### config.mk
export PLATFORM = sky130hd
export DESIGN_NAME = bac_control
export DESIGN_NICKNAME = d
export VERILOG_FILES = /design/src/hw/bac_pkg.sv /design/src/hw/bac_control.sv
export SDC_FILE = /design/constraint.sdc
export NUM_CORES = 1
export LEC_CHECK = 0
export BUFFER_PORTS_ARGS = -buffer_cell sky130_fd_sc_hd__buf_4
export CAP_MARGIN = 20
export CORE_MARGIN = 4
export CORE_UTILIZATION = 55
export CTS_CLUSTER_DIAMETER = 50
export DETAILED_ROUTE_END_ITERATION = 7
export GPL_TIMING_DRIVEN = 0
export HOLD_SLACK_MARGIN = 0.12
export PLACE_DENSITY = 0.89
export SLEW_MARGIN = 30
export SYNTH_ARGS = -nofsm -noshare
export SYNTH_HDL_FRONTEND = slang
export SYNTH_SLANG_ARGS = --single-unit
### constraint.sdc
create_clock -name clk -period 4.6 [get_ports clk]
set_input_delay 0.69 -clock clk [delete_from_list [all_inputs] [get_ports clk]]
set_output_delay 0.69 -clock clk [all_outputs]
set_load 0.02 [all_outputs]
### src/hw/bac_pkg.sv
// package for the burst and auto-restart control unit
`default_nettype none
package bac_pkg;
   localparam int CLK_HZ         = 40_000_000;
   localparam int BLANK_MS       = 20;
   localparam int SPIKE_US       = 30;
   localparam int OVP_US         = 120;
   localparam int SS_STEP_US     = 600;
   localparam int SS_STEPS       = 32;
   localparam int BLANK_CYC      = (CLK_HZ / 1000) * BLANK_MS;
   localparam int SPIKE_CYC      = (CLK_HZ / 1_000_000) * SPIKE_US;
   localparam int OVP_CYC        = (CLK_HZ / 1_000_000) * OVP_US;
   localparam int SS_STEP_CYC    = (CLK_HZ / 1_000_000) * SS_STEP_US;
   localparam int CNT_W          = 24;
   localparam logic [5:0] SS_RESET = 6'h00;
   localparam logic [15:0] WB_ID   = 16'hB0C1; // arbitrary identification value
   localparam logic [3:0] A_CTRL   = 4'h0;
   localparam logic [3:0] A_STAT   = 4'h4;
   localparam logic [3:0] A_CAUSE  = 4'h8;
   localparam logic [3:0] A_ID     = 4'hC;
   localparam logic [1:0] CTRL_RESET = 2'h0;

   typedef enum {ST_OFF, ST_SOFT, ST_NORMAL, ST_BURST, ST_RESTART} bac_state_t;

   // comparator inputs travelling together
   typedef struct packed {
      logic fbLow;        // feedback below 1.35 V
      logic fbHigh;       // feedback above 4.0 V
      logic burstWake;    // feedback above 3.5 V
      logic burstSleep;   // feedback at/below 3.05 V
      logic blankPinHigh; // blanking pin above 4.0 V
      logic vccOvp;       // supply above 25.5 V
      logic overTemp;
      logic vccUnder;     // supply at turn-off threshold
      logic vccOn;        // supply at turn-on threshold
      logic shortOpto;
      logic extRestart;
   } bac_cmp_t;
endpackage : bac_pkg
`default_nettype wire

### src/hw/bac_control.sv
// burst mode and auto-restart control unit with wishbone status access
// Function
// - 20 ms blanking precedes burst entry and overload auto-restart.
// - Blanking counter held at zero normally, counts while feedback below 1.35 V.
// - Burst entered only if counter hits 20 ms with feedback still low.
// - Burst entry sets burst flag and turns internal bias off.
// - Startup cell kept off during burst.
// - In burst, feedback above 3.5 V re-enables bias and switching.
// - Burst selects the reduced 0.34 V current limit.
// - In burst, feedback at 3.05 V turns bias off again.
// - Feedback above 4.0 V in burst leaves burst, restores full limit.
// - Burst uses fixed blanking; overload uses fixed plus extendable blanking.
// - Feedback above 4.0 V counts blanking; at 20 ms clamp switch released.
// - Auto-restart needs feedback-high and pin-high for 30 us spike blanking.
// - Released pin charges 0.9 V to 4.0 V; its comparator gates restart.
// - Overvoltage, temperature, undervoltage, short opto, external request restart at once.
// - Auto-restart stops switching until supply reaches turn-off threshold.
// - At turn-off enable startup cell; at turn-on disable it and power up.
// - After restart soft start runs, then fault rechecked.
// - Soft start: 32 steps, one per 600 us, done within 20 ms.
// - Supply above 25.5 V for 120 us restarts, ignored in burst.
`default_nettype none
module bac_control
   import bac_pkg::*;
#(
   parameter int BLANK_CYCLES = BLANK_CYC,   // 20 ms blanking
   parameter int SPIKE_CYCLES = SPIKE_CYC,   // 30 us spike blanking
   parameter int OVP_CYCLES   = OVP_CYC,     // 120 us overvoltage filter
   parameter int STEP_CYCLES  = SS_STEP_CYC  // 600 us soft start step
) (
   input  wire logic        clk,          // 40 MHz clock
   input  wire logic        resetn,       // synchronous reset, active low
   input  wire bac_cmp_t    cmpIn,        // raw comparator outputs
   output logic             gateEnable,   // permits the gate-drive latch
   output logic             biasOn,       // internal bias enable
   output logic             startupOn,    // startup cell enable
   output logic             reducedLimit, // selects 0.34 V current limit
   output logic             clampRelease, // opens the blanking pin clamp
   output logic             burstFlag,    // burst mode active
   output logic [5:0]       softLevel,    // soft start duty step
   input  wire logic [3:0]  wbAdr,        // wishbone byte address
   input  wire logic [31:0] wbDatW,       // write data
   input  wire logic [3:0]  wbSel,        // byte selects
   input  wire logic        wbWe,         // write enable
   input  wire logic        wbCyc,        // cycle
   input  wire logic        wbStb,        // strobe
   output logic [31:0]      wbDatR,       // read data
   output logic             wbAck         // acknowledge
);
   bac_cmp_t   s1_reg, s2_reg;
   bac_state_t state_reg, state_next;
   logic [CNT_W-1:0] blank_reg, blank_next;
   logic [CNT_W-1:0] spike_reg, spike_next;
   logic [CNT_W-1:0] ovp_reg, ovp_next;
   logic [CNT_W-1:0] step_reg, step_next;
   logic [5:0]       soft_reg, soft_next;
   logic             bias_reg, bias_next;
   logic [1:0]       ctrl_reg;
   logic [7:0]       cause_reg, cause_next;
   logic [31:0]      rd_reg;
   logic             ack_reg;

   // only the second stage is ever read
   always_ff @(posedge clk) begin
      s1_reg <= cmpIn;
      s2_reg <= s1_reg;
   end

   wire blankDone  = (blank_reg >= CNT_W'(BLANK_CYCLES));
   wire spikeDone  = (spike_reg >= CNT_W'(SPIKE_CYCLES));
   wire ovpFault   = (ovp_reg >= CNT_W'(OVP_CYCLES));
   wire softDone   = (soft_reg == 6'(SS_STEPS));
   wire inBurst    = (state_reg == ST_BURST);
   wire running    = (state_reg == ST_SOFT) || (state_reg == ST_NORMAL);
   // ctrl bit 0 masks the external request, bit 1 forces a restart for service
   wire extReq     = s2_reg.extRestart & ~ctrl_reg[0];
   wire fastFault  = ovpFault | s2_reg.overTemp | s2_reg.vccUnder
                   | s2_reg.shortOpto | extReq | ctrl_reg[1];
   wire andGate    = s2_reg.fbHigh & s2_reg.blankPinHigh & blankDone;
   wire slowFault  = andGate & spikeDone;
   wire countLow   = (state_reg == ST_NORMAL) & s2_reg.fbLow;
   wire countHigh  = running & s2_reg.fbHigh;

   // blanking counter: counts only while a qualifying level persists
   always_comb begin
      blank_next = '0;
      if ((countLow | countHigh) & ~blankDone) begin
         blank_next = blank_reg + CNT_W'(1);
      end else if (countLow | countHigh) begin
         blank_next = blank_reg;
      end
      if (state_reg == ST_RESTART) begin
         blank_next = '0;
      end
   end

   always_comb begin
      spike_next = '0;
      if (andGate && running) begin
         spike_next = spikeDone ? spike_reg : spike_reg + CNT_W'(1);
      end
   end

   // overvoltage filter, disabled in burst
   always_comb begin
      ovp_next = '0;
      if (s2_reg.vccOvp && !inBurst && state_reg != ST_RESTART) begin
         ovp_next = ovpFault ? ovp_reg : ovp_reg + CNT_W'(1);
      end
   end

   // soft start stepping
   always_comb begin
      step_next = '0;
      soft_next = soft_reg;
      if (state_reg == ST_SOFT && !softDone) begin
         if (step_reg >= CNT_W'(STEP_CYCLES - 1)) begin
            soft_next = soft_reg + 6'h01;
         end else begin
            step_next = step_reg + CNT_W'(1);
         end
      end else if (state_reg != ST_SOFT && state_reg != ST_NORMAL
                   && state_reg != ST_BURST) begin
         soft_next = SS_RESET;
      end
   end

   always_comb begin
      state_next = state_reg;
      bias_next  = bias_reg;
      cause_next = cause_reg;
      case (state_reg)
         ST_OFF: begin
            bias_next = 1'b0;
            if (s2_reg.vccOn) begin
               state_next = ST_SOFT;
               bias_next  = 1'b1;
            end
         end
         ST_SOFT: begin
            if (fastFault || slowFault) begin
               state_next = ST_RESTART;
            end else if (softDone) begin
               state_next = ST_NORMAL;
            end
         end
         ST_NORMAL: begin
            if (fastFault || slowFault) begin
               state_next = ST_RESTART;
            end else if (blankDone && s2_reg.fbLow) begin
               state_next = ST_BURST;
               bias_next  = 1'b0;
            end
         end
         ST_BURST: begin
            if (fastFault) begin
               state_next = ST_RESTART;
            end else if (s2_reg.fbHigh) begin
               state_next = ST_NORMAL;
               bias_next  = 1'b1;
            end else if (s2_reg.burstWake) begin
               bias_next = 1'b1;
            end else if (s2_reg.burstSleep) begin
               bias_next = 1'b0;
            end
         end
         ST_RESTART: begin
            bias_next = 1'b0;
            if (s2_reg.vccUnder) begin
               state_next = ST_OFF;
            end
         end
         default: begin
            state_next = ST_OFF;
            bias_next  = 1'b0;
         end
      endcase
      if (state_next == ST_RESTART && state_reg != ST_RESTART) begin
         cause_next = {1'b0, slowFault, ovpFault, s2_reg.overTemp, s2_reg.vccUnder,
                       s2_reg.shortOpto, extReq, ctrl_reg[1]};
      end
   end

   always_ff @(posedge clk) begin
      if (!resetn) begin
         state_reg <= ST_OFF;
         blank_reg <= '0;
         spike_reg <= '0;
         ovp_reg   <= '0;
         step_reg  <= '0;
         soft_reg  <= SS_RESET;
         bias_reg  <= 1'b0;
         cause_reg <= 8'h00;
      end else begin
         state_reg <= state_next;
         blank_reg <= blank_next;
         spike_reg <= spike_next;
         ovp_reg   <= ovp_next;
         step_reg  <= step_next;
         soft_reg  <= soft_next;
         bias_reg  <= bias_next;
         cause_reg <= cause_next;
      end
   end

   // registered outputs derived from state
   always_ff @(posedge clk) begin
      if (!resetn) begin
         gateEnable   <= 1'b0;
         biasOn       <= 1'b0;
         startupOn    <= 1'b1;
         reducedLimit <= 1'b0;
         clampRelease <= 1'b0;
         burstFlag    <= 1'b0;
         softLevel    <= SS_RESET;
      end else begin
         gateEnable   <= bias_next & (state_next != ST_RESTART)
                       & (state_next != ST_OFF);
         biasOn       <= bias_next;
         startupOn    <= (state_next == ST_OFF);
         reducedLimit <= (state_next == ST_BURST);
         clampRelease <= running & s2_reg.fbHigh & blankDone;
         burstFlag    <= (state_next == ST_BURST);
         softLevel    <= soft_next;
      end
   end

   // wishbone slave: one wait state, ack for a single cycle
   wire        wbReq   = wbCyc & wbStb & ~ack_reg;
   wire [31:0] stat    = {16'h0000, 2'b00, soft_reg, 1'b0, burstFlag, biasOn,
                          startupOn, reducedLimit, clampRelease, gateEnable,
                          state_reg == ST_RESTART};
   wire [31:0] rdMux   = (wbAdr == A_CTRL)  ? {30'h0, ctrl_reg} :
                         (wbAdr == A_STAT)  ? stat :
                         (wbAdr == A_CAUSE) ? {24'h0, cause_reg} :
                         (wbAdr == A_ID)    ? {16'h0, WB_ID} : 32'h0000_0000;

   always_ff @(posedge clk) begin
      if (!resetn) begin
         ack_reg  <= 1'b0;
         rd_reg   <= 32'h0000_0000;
         ctrl_reg <= CTRL_RESET;
      end else begin
         ack_reg <= wbReq;
         rd_reg  <= rdMux;
         // write lands at the edge where the master samples ack high
         if (ack_reg && wbCyc && wbStb && wbWe && wbAdr == A_CTRL && wbSel[0]) begin
            ctrl_reg <= wbDatW[1:0];
         end
      end
   end

   assign wbAck  = ack_reg;
   assign wbDatR = rd_reg;
endmodule : bac_control
`default_nettype wire

# Yosys cells after proc, flatten, opt, wreduce, memory -nomap -nowiden
# Cells that the tools add are included.
[totals]
mem_bits_ro = 0
memories = 0
mem_bits_rw = 0
input_bits = 56
latchBits = 0
register_bits = 187
[op_classes]
div = 0
mul = 0
n_reduce_logical = 30
n_lt_le_gt_ge = 4
muxes = 26
add_sub_neg = 5
eq_ne = 21
n_bitwise = 23
shifts = 0
[op_table]
columns = ["op", "n"]
rows = [
  ["32-bit 2-to-1 mux", 8],
  ["32-bit one-hot mux with 5 select lines", 1],
  ["32-bit by 3-bit == test with 1-bit output (second input constant)", 4],
  ["24-bit by 1-bit adder with 24-bit output (second input constant)", 4],
  ["32-bit by 2-bit == test with 1-bit output (second input constant)", 3],
  ["32-bit by 4-bit == test with 1-bit output (second input constant)", 2],
  ["32-bit logical NOT", 2],
  ["32-bit by 3-bit != test with 1-bit output (second input constant)", 2],
  ["32-bit by 4-bit != test with 1-bit output (second input constant)", 2],
  ["24-bit 2-to-1 mux", 2],
  ["32-bit by 1-bit == test with 1-bit output (second input constant)", 1],
  ["32-bit by 2-bit != test with 1-bit output (second input constant)", 1],
  ["32-bit nonzero test", 1],
  ["14-bit 2-to-1 mux", 2],
  ["24-bit by 11-bit >= comparator with 1-bit output (second input constant)", 1],
  ["24-bit by 13-bit >= comparator with 1-bit output (second input constant)", 1],
  ["24-bit by 15-bit >= comparator with 1-bit output (second input constant)", 1],
  ["24-bit by 20-bit >= comparator with 1-bit output (second input constant)", 1],
  ["6-bit 2-to-1 mux", 3],
  ["16-bit 2-to-1 mux", 1],
  ["1-bit logical AND", 13],
  ["1-bit AND", 12],
  ["4-bit == test (second input constant)", 2],
  ["1-bit 2-to-1 mux", 7],
  ["other kinds (16)", 32],
]

# Logic depth before layout (Yosys ltp)
[depth]
ltp_word = 12
depth_mapped = 9
mapped_depth_nobuf = 8

# Worst setup path before layout
# OpenSTA, ideal clock, no wires.
[synth_path]
kind = "register to register"
startpoint = "reg state_reg[4]"
endpoint = "reg spike_reg[1]"
stages_incl_launch_ff = 8
period_less_slack_ns = 2.363
setup_slack_ns = 2.237
arrival_ns = 2.298
required_ns = 4.535
path_cell_list = "dfxtp_1 or4_1 or4_4 nor3_4 nand2_4 or4b_4 buf_6 nor2_1"
[synth_via]
elab_chain_cells = 4
[synth_rtl]
columns = ["element", "line", "rtl"]
rows = [
  ["from (decl)", "bac_control.sv:51", "bac_state_t state_reg, state_next;"],
  ["from (signal assigned)", "bac_control.sv:195", "state_reg <= state_next;"],
  ["32-bit by 2-bit == test with 1-bit output / 32-bit by 3-bit == test with 1-bit output (equally long branches)", "bac_control.sv:74", "wire running = (state_reg == ST_SOFT) || (state_reg == ST_NORMAL);"],
  ["1-bit logical OR (*)", "bac_control.sv:74", ""],
  ["1-bit logical AND (*)", "bac_control.sv:99", "if (andGate && running) begin"],
  ["2-bit AND reduction (no line) (*)", "--", ""],
  ["to (signal assigned)", "bac_control.sv:197", "spike_reg <= spike_next;"],
  ["to (decl)", "bac_control.sv:53", "logic [CNT_W-1:0] spike_reg, spike_next;"],
]
# Every way passes the cells marked *; elsewhere a longest branch is shown, timed or not.
# A chain may end at the register's enable or synchronous reset.

# Final worst setup path
[layout_path]
startpoint = "reg state_reg[4]"
endpoint = "reg spike_reg[19]"
# The elaborated chain is that of the path after synthesis.

==> results.yml <==
min_path:
  min_path_cells: 0
  min_to: "s2_reg[0]$_DFF_P_"
  worstHoldStart: "s1_reg[0]$_DFF_P_"
  hp-class: "register to register"
pwr:
  p_leak_nw: 3.18
  switching_share_pct: 20.5
  clkPwrFrac_pct: 44.6
  power.share.sequential_pct: 53.0
  pwr-share-comb_pct: 2.4
  power_density_mw_per_mm2: 394
  switching_power_uw: 639
  power_mw: 3.12
  peakVddDrop_uv: 382
  p_int_mw: 2.48
finish:
  finalInstanceArea_mm2: 0.00791
  drive_gt1_share_pct: 13.9
  nets: 857
  diodes: 0
  area_delta_synth_final_pct: 20.1
  largest_reg_flops: 32
die:
  design.core.area_mm2: 0.0116
  die_area_mm2: 0.0138
  die_w_um: 117
  die_h_um: 117
  boundaryPins: 101
  start_util_pct: 57.0
  num_rows: 39
yosys:
  synth-edff-count: 0
  synth_top_area_share_pct: 56.5
  ys_types: 55
  synthCells: 669
  yosys.area_share.simple_pct: 22.7
  synth_top_family_by_area: "simple AND/OR/NAND/NOR gates"
  synthFlopType: "dfxtp_1"
  yosysSeqAreaShare_pct: 56.5
  ys_ff_latch: 186
  yosys.area_share.adder_pct: 1.86
  ys_warn_count: 0
  synth_area_leaders: "dfxtp_1, nor2_1, xor2_1, and2_1, xnor2_1"
  netlist_area_mm2: 0.00659
  synth_xor_area_share_pct: 6.78
  async_reset_ff_share_pct: 0
  syn_avg_cell_area_um2: 9.85
  yosys.area.top_type: "dfxtp_1"
  synth.mux.area_fraction_pct: 1.67
  synth_compound_area_share_pct: 5.89
clock_tree:
  ctsRootBufferMaster: "clkbuf_16"
  numCtsBuffers: 17
  h-tree-depth: 4
  ctsLongestPathBuffers: 2
  cts_tree: "yes"
  cts.sink_count: 186
  cts_resized: 0
  clk_pin_slew_ns: 0.06
  postCtsHoldBufs: 0
  post_cts_buffers: 0
  clk_latency_ns: 0.43
timing:
  tightest_slew_ns: 0.751
  slew_viol_final: 0
  finalSetupViolCount: 0
  fin_crit_ns: 2.65
  fmax_ghz: 0.377
  slew_headroom_pct: 49.9
  skew_ns: 0.00886
  hold_viol: 0
  finalSetupTns_ns: 0
  rsz0062_at_grt: "false"
  fin_crit_sh_pct: 57.6
route:
  drt_wl_total_mm: 12.6
  drc: 0
  antenna_left: 0
  vias: 4769
  detail_route.wl_per_cell_um: 13.3
  drt_first_pass_iters: 5
  viasPerCell: 5.04
  first_iter_violations: 462
setup_path:
  start_kind: "register"
  path_max_fanout: 10
  arrival_ns: 3.01
  r2r_setup_slack_ns: 1.95
  cp.required_ns: 4.96
  rr_worst_depth: 7
  critical_path_class: "register to register"
  end_kind: "register"
  timing.rr.end: "spike_reg[19]$_SDFFE_PN0P_"
  r2r_start: "state_reg[4]$_SDFF_PN0_"
global_routing:
  antenna_found_initial: 0
  grt_max_degree: 17
  overflow: 0
  grt_pass1_wl_mm: 21.2
  grt_pass1_vias: 4535
  grt_use_total_pct: 18.9
run:
  drv_cap: 0
place:
  hpwl_mm: 8.66
  gp_congestion: 0.797
  postPlaceCellArea_mm2: 0.00735
  place.port_buffers: 50
status:
  status: "finished clean"
-- cell usage in the layout (no fill, tap or decap), types with 16 or more instances in the layout --
cell type / n
and3_1: 16
nand3_1: 34
buf_4: 68
inv_1: 24
dfxtp_1: 186
clkbuf_16: 17
xor2_1: 29
nand2_1: 41
xnor2_1: 22
conb_1: 55
and2_1: 31
nor2_1: 100
-- power by group through the flow --
stage / sequential (mW) / combinational, mW / clock (mW)
after floorplan: 1.69 / 0.0463 / 0
after global placement: 1.69 / 0.0712 / 0
after detailed placement: 1.69 / 0.0722 / 0
after CTS: 1.65 / 0.0725 / 1.42
after global routing: 1.66 / 0.0831 / 1.49
final: 1.65 / 0.0742 / 1.39
-- stage by stage --
step / utilization (%) / setup slack [ns] / hold WS [ns] / instances
6_report: 68.4 / 1.95 / 0.331 / 946
3_3_place_gp: 63.5 / 1.98 / 0.311 / 916
5_1_grt: 68.4 / 1.73 / 0.338 / 946
4_1_cts: 68.4 / 1.94 / 0.332 / 946
3_5_place_dp: 63.5 / 1.97 / 0.318 / 916
2_1_floorplan: - / 2.24 / 0.310 / 723
-- cell type report --
type                    count  area, µm²
well taps                 143        179
repair buffers             50        375
clock buffers              19        443
multi-input cells         479       2770
flip-flops and latches    186       3720
fillers                   831       3650
clock inverters            11        123
inverters                  24       90.1
plain buffers              34        213
-- logic make-up (layout without fill, tap and decap cells) --
| logic type | count (synthesis) | in the layout |
|---|---|---|
| compound gates | 57 | 57 |
| xor+xnor | 51 | 51 |
| fa+ha+maj | 10 | 10 |
| buf+inv | 58 | 138 |
| flops | 186 | 186 |
| mux | 11 | 11 |
| other cells | 1 | 55 |
| simple gates | 295 | 295 |
-- synth_stat cells (9+ instances only) --
| master | instances |
|---|---|
| nand2_1 | 41 |
| inv_1 | 24 |
| nor4_1 | 12 |
| nor2_1 | 100 |
| dfxtp_1 | 186 |
| nand3_1 | 34 |
| nor2b_1 | 12 |
| clkbuf_1 | 11 |
| a21oi_1 | 14 |
| buf_4 | 18 |
| xnor2_1 | 22 |
| xor2_1 | 29 |
| and2_1 | 31 |
| and3_1 | 16 |
| nand4_1 | 12 |
| nor3_1 | 13 |
| ha_1 | 9 |
| mux2i_1 | 11 |
-- critical path, stage by stage (launching register included) --
cell and delay [ns]:
dfxtp_1 0.29, or4_1 0.53, or4_4 0.44, nor3_4 0.32, nand2_4 0.15, nor4b_2 0.37, clkbuf_1 0.30, and2_1 0.18
-- per-layer routing --
metal,vias up,GRT usage [%],share of wire [%]
met5,-,0,0
met4,0,7.69,2.0
met3,26,7.02,6.1
met2,130,29.3,47
met1,2188,23.9,45
li1,2425,-,-
-- worst max path at each step --
| stage | startpoint | end | slack (ns) | depth (start not counted) |
|---|---|---|---|---|
| 2_1_floorplan | state_reg[4]$_SDFF_PN0_ | spike_reg[1]$_SDFFE_PN0P_ | 2.24 | 7 |
| 3_3_place_gp | state_reg[4]$_SDFF_PN0_ | spike_reg[19]$_SDFFE_PN0P_ | 1.98 | 7 |
| 3_5_place_dp | state_reg[4]$_SDFF_PN0_ | spike_reg[16]$_SDFFE_PN0P_ | 1.97 | 7 |
| 4_1_cts | state_reg[4]$_SDFF_PN0_ | spike_reg[19]$_SDFFE_PN0P_ | 1.94 | 7 |
| 5_1_grt | state_reg[4]$_SDFF_PN0_ | spike_reg[19]$_SDFFE_PN0P_ | 1.73 | 7 |
| 6_report | state_reg[4]$_SDFF_PN0_ | spike_reg[19]$_SDFFE_PN0P_ | 1.95 | 7 |
No activity file was read; power rests on OpenSTA's default activity.
